--- src/shared/epcm_cfg.svh ---
// Offsets, field positions, codes and timing counts of the condition manager
`ifndef EPCM_CFG_SVH
`define EPCM_CFG_SVH
// Register byte offsets
`define EPCM_OFF_CMD     8'h00
`define EPCM_OFF_ARG     8'h04
`define EPCM_OFF_STATUS  8'h08
`define EPCM_OFF_CTRL    8'h0C
// Command word fields
`define EPCM_CMD_SUB     3:0
`define EPCM_CMD_ID      15:8
`define EPCM_CMD_SAVE    16
`define EPCM_CMD_OPT     17
// Subcommands
`define EPCM_SUB_RESTORE 4'h0
`define EPCM_SUB_GOTO    4'h1
`define EPCM_SUB_TIMER   4'h2
`define EPCM_SUB_STATE   4'h3
`define EPCM_SUB_ENABLE  4'h4
`define EPCM_SUB_DISABLE 4'h5
// Condition identifiers
`define EPCM_ID_STBY_Z   8'h00
`define EPCM_ID_STBY_Y   8'h01
`define EPCM_ID_IDLE_B   8'h82
`define EPCM_ID_IDLE_C   8'h83
// Power-mode query answers
`define EPCM_PM_IDLE     8'hFF
`define EPCM_PM_STBY     8'h00
// Timing: one timer unit is 100 ms
`define EPCM_CLK_NS      20
`define EPCM_TICK_NS     100000000
`define EPCM_TICK_CYC    (`EPCM_TICK_NS / `EPCM_CLK_NS)
`define EPCM_TMR_W       16
// Reset values
`define EPCM_DEF_T_IB    16'h0001
`define EPCM_DEF_T_IC    16'h0002
`define EPCM_DEF_T_SY    16'h0003
`define EPCM_DEF_T_SZ    16'h0004
`endif

--- src/shared/epcm_pkg.sv ---
// Types of the condition manager
package epcm_pkg;
    // Ordered from highest power to lowest power
    typedef enum logic [1:0] {
        EPCM_IDLE_B,
        EPCM_IDLE_C,
        EPCM_STBY_Y,
        EPCM_STBY_Z
    } epcm_cond_e;
    typedef logic [7:0] epcm_id_t;
endpackage

--- src/rtl/epcm_top.sv ---
// Extended power condition manager with an Avalon-MM register slave
//
// Summary of operation
// - Abort feature subcommand when feature unsupported
// - Decode subcommands 0h-5h, abort reserved codes
// - Condition ids 00h,01h,82h,83h; others refused
// - Rank idle_b, idle_c, standby_y, standby_z
// - Keep current, saved and default timer settings
// - Zero timer value disables its condition
// - Power-on: feature enabled, default timers loaded
// - Report support and enabled timers identify bits
// - Enabled timers count concurrently since completion
// - Expiry only moves to lower power
// - Several eligible: enter lowest power one
// - Power cycle: saved to current, restart timers
// - Resets keep condition, restart timers
// - Never feature and APM active together
// - Disabled: abort all but enable subcommand
// - Power-mode query answers as unsupported device
// - Background activity freezes timers, then resume
//
// Implementation choices: the address map and the Avalon-MM interface to the registers.
`include "epcm_cfg.svh"
module epcm_top #(
    parameter int                TW        = `EPCM_TMR_W,
    parameter int                TICK_CYC  = `EPCM_TICK_CYC,
    parameter bit                SUPPORTED = 1'b1,
    parameter logic [TW-1:0]     DEF_T_IB  = `EPCM_DEF_T_IB,
    parameter logic [TW-1:0]     DEF_T_IC  = `EPCM_DEF_T_IC,
    parameter logic [TW-1:0]     DEF_T_SY  = `EPCM_DEF_T_SY,
    parameter logic [TW-1:0]     DEF_T_SZ  = `EPCM_DEF_T_SZ
) (
    // Clock, reset, enable
    input  wire logic            sys_clk,
    input  wire logic            rst_n,
    input  wire logic            ce,
    // Avalon-MM slave
    input  wire logic [7:0]      avs_address,
    input  wire logic            avs_read,
    input  wire logic            avs_write,
    input  wire logic [31:0]     avs_writedata,
    input  wire logic [3:0]      avs_byteenable,
    output logic [31:0]          avs_readdata,
    output logic                 avs_waitrequest,
    // Events from the drive controller
    input  wire logic            cmd_done,
    input  wire logic            bg_active,
    input  wire logic            dev_reset,
    input  wire logic            pwr_cycle,
    // Power state
    output epcm_pkg::epcm_cond_e cond,
    output logic                 standby_power_state,
    output logic                 epc_active,
    output logic                 apm_active,
    output logic                 id_supported,
    output logic                 id_timers_on
);
    localparam int PW = $clog2(TICK_CYC + 1);
    localparam logic [PW-1:0] PRE_LAST = PW'(TICK_CYC - 1);

    // Byte-lane merge of a write into a stored word
    function automatic logic [31:0] be_merge(input logic [31:0] old,
                                             input logic [31:0] wd,
                                             input logic [3:0]  be);
        logic [31:0] r;
        r = old;
        for (int b = 0; b < 4; b++) begin
            if (be[b]) begin
                r[b*8 +: 8] = wd[b*8 +: 8];
            end
        end
        return r;
    endfunction

    // Condition identifier to {valid, index}
    function automatic logic [2:0] id_decode(input epcm_pkg::epcm_id_t id);
        logic [2:0] r;
        r = 3'h0;
        if (id == `EPCM_ID_IDLE_B) r = 3'h4;
        if (id == `EPCM_ID_IDLE_C) r = 3'h5;
        if (id == `EPCM_ID_STBY_Y) r = 3'h6;
        if (id == `EPCM_ID_STBY_Z) r = 3'h7;
        return r;
    endfunction

    // State
    logic                 wait_q;
    logic [31:0]          rdata_q;
    logic [31:0]          cmd_q;
    logic [31:0]          arg_q;
    logic                 abort_q;
    logic                 epc_q;
    logic                 apm_q;
    logic                 id120_q;
    epcm_pkg::epcm_cond_e cond_q;
    logic [TW-1:0]        cur_q [4];
    logic [TW-1:0]        sav_q [4];
    logic [TW-1:0]        cnt_q [4];
    logic [3:0]           en_q;
    logic [PW-1:0]        pre_q;

    // Bus decode
    wire        req     = avs_read | avs_write;
    wire        acc     = req & ~wait_q;
    wire        wr_acc  = acc & avs_write;
    wire        hit_cmd = avs_address == `EPCM_OFF_CMD;
    wire        hit_arg = avs_address == `EPCM_OFF_ARG;
    wire        hit_st  = avs_address == `EPCM_OFF_STATUS;
    wire        hit_ctl = avs_address == `EPCM_OFF_CTRL;
    wire        wr_cmd  = wr_acc & hit_cmd & avs_byteenable[0];
    wire        wr_ctl  = wr_acc & hit_ctl & avs_byteenable[0];
    wire [31:0] cmd_w   = be_merge(cmd_q, avs_writedata, avs_byteenable);
    wire [31:0] arg_w   = be_merge(arg_q, avs_writedata, avs_byteenable);
    wire [31:0] ctl_w   = be_merge({31'h0, apm_q}, avs_writedata,
                                   avs_byteenable);

    // Subcommand fields
    wire [3:0]  sub     = cmd_w[`EPCM_CMD_SUB];
    wire [2:0]  idd     = id_decode(cmd_w[`EPCM_CMD_ID]);
    wire        id_ok   = idd[2];
    wire [1:0]  idx     = idd[1:0];
    wire        c_save  = cmd_w[`EPCM_CMD_SAVE];
    wire        c_opt   = cmd_w[`EPCM_CMD_OPT];
    wire        need_id = sub <= `EPCM_SUB_STATE;
    wire        ab_sup  = ~SUPPORTED;
    wire        ab_rsv  = sub > `EPCM_SUB_DISABLE;
    wire        ab_dis  = ~epc_q & (sub != `EPCM_SUB_ENABLE);
    wire        ab_id   = need_id & ~id_ok;
    wire        abort   = ab_sup | ab_rsv | ab_dis | ab_id;
    wire        cmd_ok  = wr_cmd & ~abort;
    wire        do_rst  = cmd_ok & (sub == `EPCM_SUB_RESTORE);
    wire        do_goto = cmd_ok & (sub == `EPCM_SUB_GOTO);
    wire        do_tmr  = cmd_ok & (sub == `EPCM_SUB_TIMER);
    wire        do_st   = cmd_ok & (sub == `EPCM_SUB_STATE);
    wire        do_en   = cmd_ok & (sub == `EPCM_SUB_ENABLE);
    wire        do_dis  = cmd_ok & (sub == `EPCM_SUB_DISABLE);

    // Defaults as a table; never written, so never modified
    logic [TW-1:0] def_t [4];
    assign def_t[0] = DEF_T_IB;
    assign def_t[1] = DEF_T_IC;
    assign def_t[2] = DEF_T_SY;
    assign def_t[3] = DEF_T_SZ;

    // Event handling; power cycle and resets act only when enabled
    wire pc_on   = pwr_cycle & epc_q;
    wire rst_on  = dev_reset & epc_q;
    wire restart = cmd_done | cmd_ok | pc_on | rst_on;
    wire run     = epc_q & ~bg_active;
    wire tick    = run & (pre_q == PRE_LAST);

    // Expiry and deepest eligible condition
    logic [3:0] expired;
    logic [3:0] enabled;
    logic [1:0] deep_idx;
    logic       any_exp;
    always_comb begin
        deep_idx = 2'h0;
        any_exp  = 1'b0;
        for (int i = 0; i < 4; i++) begin
            enabled[i] = en_q[i] & (cur_q[i] != '0);
            expired[i] = epc_q & enabled[i] & (cnt_q[i] == cur_q[i]);
            if (expired[i]) begin
                deep_idx = 2'(i);
                any_exp  = 1'b1;
            end
        end
    end
    // rank by enum order; only downward
    wire go_deep = any_exp & (deep_idx > cond_q);
    wire any_en  = epc_q & (|enabled);

    // Status word and read selection
    wire        stby   = cond_q >= epcm_pkg::EPCM_STBY_Y;
    // answer as a device without the feature
    wire [7:0]  pm     = stby ? `EPCM_PM_STBY : `EPCM_PM_IDLE;
    wire [31:0] st_w   = {16'h0000, pm, id120_q, SUPPORTED, abort_q,
                          apm_q, epc_q, stby, cond_q};
    wire [31:0] rd_mux = hit_cmd ? cmd_q :
                         hit_arg ? arg_q :
                         hit_st  ? st_w  :
                         hit_ctl ? {31'h0, apm_q} : 32'h0000_0000;

    // Bus handshake: one wait cycle, then one ready cycle
    always_ff @(posedge sys_clk or negedge rst_n) begin
        if (!rst_n) begin
            wait_q  <= 1'b1;
            rdata_q <= 32'h0000_0000;
        end else if (ce) begin
            wait_q <= ~(req & wait_q);
            if (req & wait_q) begin
                rdata_q <= rd_mux;
            end
        end
    end

    // Argument and command registers
    always_ff @(posedge sys_clk or negedge rst_n) begin
        if (!rst_n) begin
            cmd_q   <= 32'h0000_0000;
            arg_q   <= 32'h0000_0000;
            abort_q <= 1'b0;
        end else if (ce) begin
            if (wr_acc & hit_arg) arg_q <= arg_w;
            if (wr_cmd) begin
                cmd_q   <= cmd_w;
                abort_q <= abort;
            end
        end
    end

    // Feature and APM enables
    always_ff @(posedge sys_clk or negedge rst_n) begin
        if (!rst_n) begin
            epc_q <= SUPPORTED;
            apm_q <= 1'b0;
        end else if (ce) begin
            if (do_en) begin
                epc_q <= 1'b1;
                apm_q <= 1'b0;
            end else if (do_dis) begin
                epc_q <= 1'b0;
            end else if (wr_ctl) begin
                apm_q <= ctl_w[0];
                if (ctl_w[0]) epc_q <= 1'b0;
            end
        end
    end

    // Current, saved and enable settings per condition
    always_ff @(posedge sys_clk or negedge rst_n) begin
        if (!rst_n) begin
            cur_q[0] <= DEF_T_IB;
            cur_q[1] <= DEF_T_IC;
            cur_q[2] <= DEF_T_SY;
            cur_q[3] <= DEF_T_SZ;
            sav_q[0] <= DEF_T_IB;
            sav_q[1] <= DEF_T_IC;
            sav_q[2] <= DEF_T_SY;
            sav_q[3] <= DEF_T_SZ;
            en_q     <= 4'hF;
        end else if (ce) begin
            if (pc_on) begin
                for (int i = 0; i < 4; i++) cur_q[i] <= sav_q[i];
            end else if (do_rst) begin
                cur_q[idx] <= c_opt ? def_t[idx] : sav_q[idx];
                en_q[idx]  <= 1'b1;
                if (c_save & c_opt) sav_q[idx] <= def_t[idx];
            end else if (do_tmr) begin
                cur_q[idx] <= arg_q[TW-1:0];
                if (c_save) sav_q[idx] <= arg_q[TW-1:0];
            end else if (do_st) begin
                en_q[idx] <= c_opt;
            end
        end
    end

    // concurrent timers with a shared prescaler
    always_ff @(posedge sys_clk or negedge rst_n) begin
        if (!rst_n) begin
            pre_q <= '0;
            for (int i = 0; i < 4; i++) cnt_q[i] <= '0;
        end else if (ce) begin
            if (restart | ~epc_q) pre_q <= '0;
            else if (tick) pre_q <= '0;
            else if (run) pre_q <= pre_q + 1'b1;
            for (int i = 0; i < 4; i++) begin
                if (restart | ~epc_q) cnt_q[i] <= '0;
                else if (tick & (cnt_q[i] != cur_q[i]))
                    cnt_q[i] <= cnt_q[i] + 1'b1;
            end
        end
    end

    // Present condition; power cycle spins back to active idle
    always_ff @(posedge sys_clk or negedge rst_n) begin
        if (!rst_n) begin
            cond_q <= epcm_pkg::EPCM_IDLE_B;
        end else if (ce) begin
            if (pc_on) cond_q <= epcm_pkg::EPCM_IDLE_B;
            else if (rst_on) cond_q <= cond_q;
            else if (do_goto) cond_q <= epcm_pkg::epcm_cond_e'(idx);
            else if (go_deep) cond_q <= epcm_pkg::epcm_cond_e'(deep_idx);
        end
    end

    always_ff @(posedge sys_clk or negedge rst_n) begin
        if (!rst_n) id120_q <= 1'b0;
        else if (ce) id120_q <= any_en;
    end

    // Outputs straight from flops, id_supported from the SUPPORTED parameter
    assign avs_readdata        = rdata_q;
    assign avs_waitrequest     = wait_q;
    assign cond                = cond_q;
    assign standby_power_state = cond_q[1];
    assign epc_active          = epc_q;
    assign apm_active          = apm_q;
    assign id_supported        = SUPPORTED;
    assign id_timers_on        = id120_q;
endmodule

--- config.mk ---
export PLATFORM = sky130hd
export DESIGN_NAME = epcm_top
export DESIGN_NICKNAME = d
export VERILOG_FILES = /design/src/shared/epcm_pkg.sv /design/src/rtl/epcm_top.sv
export VERILOG_INCLUDE_DIRS = /design/src /design/src/shared
export SDC_FILE = /design/constraint.sdc
export NUM_CORES = 1
export LEC_CHECK = 0
export ABC_AREA = 1
export BUFFER_PORTS_ARGS = -buffer_cell sky130_fd_sc_hd__buf_2
export CORE_ASPECT_RATIO = 0.9
export CORE_UTILIZATION = 50
export CTS_BUF_LIST = sky130_fd_sc_hd__clkbuf_8 sky130_fd_sc_hd__clkbuf_16
export DETAILED_ROUTE_END_ITERATION = 16
export PLACE_DENSITY = 0.75
export SLEW_MARGIN = 30
export SYNTH_ARGS = -nofsm -noshare
export SYNTH_HDL_FRONTEND = slang
export SYNTH_SLANG_ARGS = --single-unit
--- constraint.sdc ---
create_clock -name sys_clk -period 2.95 [get_ports sys_clk]
set_clock_uncertainty 0.2 [all_clocks]
set_input_delay 0.59 -clock sys_clk [delete_from_list [all_inputs] [get_ports sys_clk]]
set_output_delay 0.59 -clock sys_clk [all_outputs]
set_load 0.005 [all_outputs]
# Word-level counts from Yosys, hierarchy flattened
# Index checks and enable logic that the tools add are counted.
dict set report totals {
  ff_bits 322
  output_inout_bits 40
}
dict set report classes {
  mux 68
  bitwise 56
  n_eq_ne 25
  magnitude_cmp 8
  n_addsub 5
  n_reduce_logical 43
}
# operator count
set op_table {}
lappend op_table {{2-to-1 mux 64 bit} 7}
lappend op_table {{bitwise mux 64 bit} 4}
lappend op_table {{2-to-1 mux 16 bit} 15}
lappend op_table {{2-to-1 mux 23 bit} 3}
lappend op_table {{adder 16 x 1 -> 16 bit, second input constant} 4}
lappend op_table {{binary-select mux 16 bit (select 2 bit)} 2}
lappend op_table {{equality test 16 bit} 4}
lappend op_table {{2-to-1 mux 32 bit} 2}
lappend op_table {{inequality test 16 bit} 4}
lappend op_table {{nonzero test 16 bit} 4}
lappend op_table {{bitwise AND 1 bit} 40}
lappend op_table {{demux 16 bit (select 2 bit)} 1}
lappend op_table {{AND reduction 3 bit} 10}
lappend op_table {{adder 23 x 1 -> 23 bit, second input constant} 1}
lappend op_table {{equality test 23 bit, second input constant} 1}
lappend op_table {{equality test 8 x 4 -> 1 bit, second input constant} 2}
lappend op_table {{equality test 8 bit, second input constant} 2}
lappend op_table {{zero test 8 bit} 2}
lappend op_table {{2-to-1 mux 4 bit} 4}
lappend op_table {{2-to-1 mux 8 bit} 2}
lappend op_table {{AND reduction 2 bit} 8}
lappend op_table {{nonzero test 2 bit} 8}
lappend op_table {{2-to-1 mux 1 bit} 15}
lappend op_table {{nonzero test 3 bit} 5}
lappend op_table {{other kinds (29)} 55}

# Logic depth before layout (Yosys ltp)
dict set report logic_depth {
  ltp_word 17
  ltp_mapped 20
}

# Worst setup path after synthesis
# No wires, ideal clock.
dict set report synth_path {
  kind {input port to flip-flop}
  from {input port avs_byteenable[1]}
  to {register cur_q[18] (netlist bit)}
  n_path_buf 4
  t_required_ns 2.634
  setup_slack_ns -0.140
  arrival_ns 2.774
  stages 18
  setup_ns 0.116
  cell_sequence {buf_2 -> nand2_1 -> nand2_1 -> nand2_1 -> nor2_2 -> nand2_1 -> nand2_1 -> inv_2 -> buf_2 -> ha_1 -> clkbuf_1 -> nor2_1 -> inv_1 -> nand3_1 -> clkbuf_1 -> nor2_1 -> nand2_1 -> nand2_1}
}
dict set report synth_via {
  elab_chain_cells 14
  elab_cells_between_ends 36
}
# element line
set synth_rtl {}
lappend synth_rtl {{start, declared} epcm_top.sv:42} ;# input wire logic [3:0] avs_byteenable,
lappend synth_rtl {{2-to-1 mux 8 bit (*)} epcm_top.sv:68} ;# if (be[b]) begin
lappend synth_rtl {{equality test 8 bit (no source line)} --}
lappend synth_rtl {{2-to-1 mux 3 bit (on tied branches)} {epcm_top.sv:80, epcm_top.sv:79}}
lappend synth_rtl {{2-to-1 mux 3 bit (on tied branches)} {epcm_top.sv:81, epcm_top.sv:80}}
lappend synth_rtl {{2-to-1 mux 3 bit (*)} epcm_top.sv:82} ;# if (id == `EPCM_ID_STBY_Z) r = 3'h7;
lappend synth_rtl {{NOT 2 -> 3 bit or 2-to-1 mux 3 bit (tied branches)} {epcm_top.sv:246, epcm_top.sv:250, epcm_top.sv:82}}
lappend synth_rtl {{greater-or-equal comparator 3 bit (implied by the code), or another cell as far along} {epcm_top.sv:246, epcm_top.sv:250}}
lappend synth_rtl {{logical AND 1 bit (implied by the code) or bitwise AND 1 bit (tied branches)} {epcm_top.sv:246, epcm_top.sv:250, epcm_top.sv:128}}
lappend synth_rtl {{2-to-1 mux 16 bit or bitwise OR 1 bit (tied branches)} {epcm_top.sv:246, epcm_top.sv:250, epcm_top.sv:129}}
lappend synth_rtl {{demux 16 bit (select 2 bit) or NOT 1 bit (tied branches)} {epcm_top.sv:246, epcm_top.sv:250, epcm_top.sv:130}}
lappend synth_rtl {{bitwise mux 64 bit or bitwise AND 1 bit (tied branches)} {epcm_top.sv:250, epcm_top.sv:130}}
lappend synth_rtl {{2-to-1 mux 64 bit, or another cell as far along} epcm_top.sv:249} ;# end else if (do_tmr) begin
lappend synth_rtl {{2-to-1 mux 64 bit or nonzero test 3 bit (tied branches)} --}
lappend synth_rtl {{2-to-1 mux 64 bit or AND reduction 2 bit (tied branches)} --}
lappend synth_rtl {{end signal, assigned by index} epcm_top.sv:246} ;# cur_q[idx] <= c_opt ? def_t[idx] : sav_q[idx];
lappend synth_rtl {{end signal, assigned by index} epcm_top.sv:250} ;# cur_q[idx] <= arg_q[TW-1:0];
lappend synth_rtl {{end, declared} epcm_top.sv:96} ;# logic [TW-1:0] cur_q [4];
# Mark *: on every way between the ends. The rest lies on a longest branch, timed or not. The select of a mux whose other input is x is not followed.
# A chain may end at the register's enable or synchronous reset.

# Worst setup path after layout
dict set report layout_path {
  from {register epc_q (netlist: epc_active)}
  to {register cur_q[57] (netlist bit)}
}
dict set report layout_via {
  elab_chain_cells 9
  elab_cells_between_ends 13
}
# element line
set layout_rtl {}
lappend layout_rtl {{start, declared} epcm_top.sv:92} ;# logic epc_q;
lappend layout_rtl {{start signal, assigned} epcm_top.sv:215} ;# epc_q <= SUPPORTED;
lappend layout_rtl {{start signal, assigned} epcm_top.sv:219} ;# epc_q <= 1'b1;
lappend layout_rtl {{start signal, assigned} epcm_top.sv:222} ;# epc_q <= 1'b0;
lappend layout_rtl {{NOT 1 bit} epcm_top.sv:127} ;# wire ab_dis = ~epc_q & (sub != `EPCM_SUB_ENABLE);
lappend layout_rtl {{bitwise AND 1 bit} epcm_top.sv:127}
lappend layout_rtl {{bitwise OR 1 bit (2 in a row)} epcm_top.sv:129} ;# wire abort = ab_sup | ab_rsv | ab_dis | ab_id;
lappend layout_rtl {{NOT 1 bit} epcm_top.sv:130} ;# wire cmd_ok = wr_cmd & ~abort;
lappend layout_rtl {{bitwise AND 1 bit} epcm_top.sv:130}
lappend layout_rtl {{bitwise AND 1 bit (on tied branches)} {epcm_top.sv:131, epcm_top.sv:133}}
lappend layout_rtl {{nonzero test 3 bit (no source line) or 2-to-1 mux 64 bit (tied branches)} --}
lappend layout_rtl {{AND reduction 2 bit (no source line) or 2-to-1 mux 64 bit (tied branches)} --}
# Parallel ways exist; a longest one is shown, timed or not.

==> flow_summary.ini <==
[critical_path]
crit_path_cell_trace = inv_1 > a21oi_4 > nand3_2 > nor2_2 > nand2_1 > buf_12 > nand2_1 > nand3_1 > nand2_1 > o21ai_0
worst_path_max_delay_cell = sky130_fd_sc_hd__dfstp_2
cp_max_fo = 20
worst_setup_path_end_kind = register
critical_path.most_common_cell = sky130_fd_sc_hd__nand2_1
setup.worst_path.start_class = register
cp_top_family = simple AND/OR/NAND/NOR gates
critPathRequiredTime_ns = 3.17
arrival_ns = 3.01
crit_type = register to register
cp_num_buf_inv = 2
r2r_setup_slack_ns = 0.17
slowest_delay_ns = 0.66

[routing]
route.detailed.vias_per_inst = 5.57
routed_wirelength_mm = 55.8
drt_first_iter_violations = 1648
first_pass_iters = 6
avgRoutedWirePerCell_um = 17.4
post-route-drc-count = 0
vias = 17900
detail-route-antenna-nets = 0

[clock_tree]
cts_max_level = 2
clkSinkCount = 322
cts.clk_slew.worst_paths_ns = 0.06
clock_insertion_delay_worst_skew_ns = 0.56
cts-root-buf = sky130_fd_sc_hd__clkbuf_16
max-clock-path-buffers = 3
cts_buffers = 36
tritoncts = done
cts_setup_buffers = 0

[timing]
tightest_slew_ns = 0.787
finalSetupViolations = 0
report.final.slew_viol_count = 0
hold_viol_final = 0
setup_repair_after_global_routing_missed_its_margin = no
achievable-frequency_mhz = 359
fin_worst_hold_slack_ns = 0.0665
share_of_the_clock_period_used_by_the_worst_path_after_layout_pct = 94.4
worst_slew_margin_rel_pct = 47.5
final_period_minus_worst_setup_slack_ns = 2.78
fin_tns_setup_ns = 0

[yosys]
mappedNetlistArea_mm2 = 0.0181
yosysSeqAreaShare_pct = 44.6
yosys.area.top_type = sky130_fd_sc_hd__dfrtp_1
postSynth.asyncResetShare_pct = 100
netlist.area_leader.share_pct = 42.2
ys_warn_count = 0
netlist-cell-type-count = 45
post_synth_main_area_contributors = sky130_fd_sc_hd__dfrtp_1 (42%), sky130_fd_sc_hd__nand2_1 (17%), sky130_fd_sc_hd__o21ai_0 (6.4%), sky130_fd_sc_hd__nor2_1 (6.0%), sky130_fd_sc_hd__inv_1 (5.4%)
synth.ff_latch_count = 322
synth_nets = 2612
synth_top_flop_cell = sky130_fd_sc_hd__dfrtp_1
synthesis.area_per_instance_um2 = 7.11
post_synth_inst_count = 2549
synth_enable_flop_cells = 0

[final_layout]
utilization_pct = 60.0
final_common_cell = sky130_fd_sc_hd__nand2_1
drive_above_1_share_pct = 12.3
commonest_non_fill_non_tap_cells_in_the_layout = sky130_fd_sc_hd__nand2_1 (794), sky130_fd_sc_hd__dfrtp_1 (306), sky130_fd_sc_hd__nor2_1 (289), sky130_fd_sc_hd__inv_1 (274), sky130_fd_sc_hd__o21ai_0 (229)
nFillCells = 3254
flow.area_growth_from_synthesis_pct = 17.1
design.final.nets = 2782

[grt]
grt_max_degree = 81
global_route.overflow_total = 0
number_of_antenna_violations_at_the_first_check_in_global_routing = 1
grt_util_all_layers_pct = 30.8
grt_first_pass_wirelength_mm = 90.8
vias_in_the_first_global_route = 17200

[placement]
numPortBuffers = 91
hpwlAfterDp_mm = 40.6
place.gp.congestion = 0.985

[run]
maxCapViolations = 0

[pwr]
ir_drop_worst_vdd_v = 0.000437
power.static_leakage_nw = 10.5
power_density_mw_per_mm2 = 493

[floorplanning]
die_height_um = 183
floorplan.initialDensity_pct = 51.2
floorplan.die.width_um = 203
fp-row-count = 65
design.portCount = 93
core_area_mm2 = 0.0354
die-area_mm2 = 0.0370

[status]
run_status = complete, no violations

[hold_path]
min_path_type = primary input to register
## cell usage after synthesis, types with 6 or more instances
library cell,n
sky130_fd_sc_hd__nor4_1,13
sky130_fd_sc_hd__nand3b_1,10
sky130_fd_sc_hd__a221oi_1,10
sky130_fd_sc_hd__clkbuf_1,57
sky130_fd_sc_hd__a21oi_1,86
sky130_fd_sc_hd__o22ai_1,6
sky130_fd_sc_hd__o21ai_1,11
sky130_fd_sc_hd__a31oi_1,6
sky130_fd_sc_hd__ha_1,10
sky130_fd_sc_hd__xor2_1,62
sky130_fd_sc_hd__dfstp_2,16
sky130_fd_sc_hd__nand4_1,43
sky130_fd_sc_hd__buf_2,33
sky130_fd_sc_hd__nor2_1,290
sky130_fd_sc_hd__nor3_1,39
sky130_fd_sc_hd__nand2_2,7
sky130_fd_sc_hd__nand3_2,7
sky130_fd_sc_hd__o21ai_0,230
sky130_fd_sc_hd__nand2_1,797
sky130_fd_sc_hd__inv_1,260
sky130_fd_sc_hd__nor2_2,6
sky130_fd_sc_hd__nand3_1,194
sky130_fd_sc_hd__xnor2_1,9
sky130_fd_sc_hd__mux2i_1,8
sky130_fd_sc_hd__dfrtp_1,306
## routing by layer
layer,GRT usage (%),part of all wire (%),vias to the layer above,wire length (um)
li1,-,-,8508,-
met1,43.4,44,8479,24600
met4,11.2,3.3,0,1830
met3,5.20,8.4,124,4680
met2,47.6,44,808,24700
met5,0,0,-,0
## flip-flops by register name (all words and copies together) (netlist names)
name,flops
cnt_q,64
cur_q,64
sav_q,64
arg_q,32
avs_readdata,32
cmd_q,32
pre_q,23
en_q,4
cond,2
abort_q,1
apm_active,1
avs_waitrequest,1
epc_active,1
id_timers_on,1
## worst reg2reg max path, cell delays in order (launching register included)
cell	delay, ns
sky130_fd_sc_hd__dfstp_2	0.66
sky130_fd_sc_hd__inv_1	0.26
sky130_fd_sc_hd__a21oi_4	0.31
sky130_fd_sc_hd__nand3_2	0.18
sky130_fd_sc_hd__nor2_2	0.13
sky130_fd_sc_hd__nand2_1	0.13
sky130_fd_sc_hd__buf_12	0.19
sky130_fd_sc_hd__nand2_1	0.13
sky130_fd_sc_hd__nand3_1	0.22
sky130_fd_sc_hd__nand2_1	0.15
sky130_fd_sc_hd__o21ai_0	0.10
## power breakdown
group          switching (W)  internal (W)  total [W]
combinational       0.000737      0.000433    0.00117
sequential          0.000185       0.00460    0.00479
clock                0.00192       0.00258    0.00450
## layout make-up
type                            count  area, um2  area share (%)
Antenna cell                        1       2.50          0.0118
Clock buffer                       39        942            4.44
Clock inverter                     26        218            1.03
Inverter                          265        996            4.69
Multi-Input combinational cell   1863       8640            40.7
Sequential cell                   322       8080            38.1
Tap cell                          469        587            2.76
Timing Repair Buffer              231       1770            8.33
## worst paths after layout
check / from / to / cells after the start
hold reg to reg: arg_q[30]$_DFFE_PN0P_ / arg_q[30]$_DFFE_PN0P_ / 2
min in group asynchronous: rst_n / cnt_q[30]$_DFFE_PN0P_ / 2
setup reg to reg: epc_active$_DFFE_PN1P_ / cur_q[57]$_DFFE_PN0P_ / 10
setup / recovery: epc_active$_DFFE_PN1P_ / cur_q[57]$_DFFE_PN0P_ / 10
max in group asynchronous: rst_n / sav_q[17]$_DFFE_PN1P_ / 3
hold / removal: avs_writedata[4] / cmd_q[4]$_DFFE_PN0P_ / 3
## what timing repair did
action / CTS / global route
hold buffers: 1 / 0
resized for setup: 0 / 1
setup endpoints to repair: 0 / 2
endpoints found under the hold margin: 57 / 0
## per-stage QoR
step	cells	power, W	instance area [um2]	setup slack [ns]
after global routing	3215	0.0109	21200	0.00388
final	3216	0.0105	21200	0.166
after global placement	3149	0.00599	20100	-0.0963
after CTS	3215	0.0105	21200	0.196
after detailed placement	3149	0.00601	20100	-0.0993
after floorplan	2549	0.00546	18100	0.00849
## logic make-up after synthesis
group	count (synthesis)	share of synthesized area, %
buffers and inverters	364	7.91
AND/OR/NAND/NOR	1416	32.6
multiplexers	9	0.504
flip-flops	322	44.6
other	1	0.0207
adder cells (fa/ha/maj)	10	0.690
AO/OA/AOI/OAI	356	10.3
XOR/XNOR	71	3.43
Note: power is estimated with default switching activity, not from simulation.
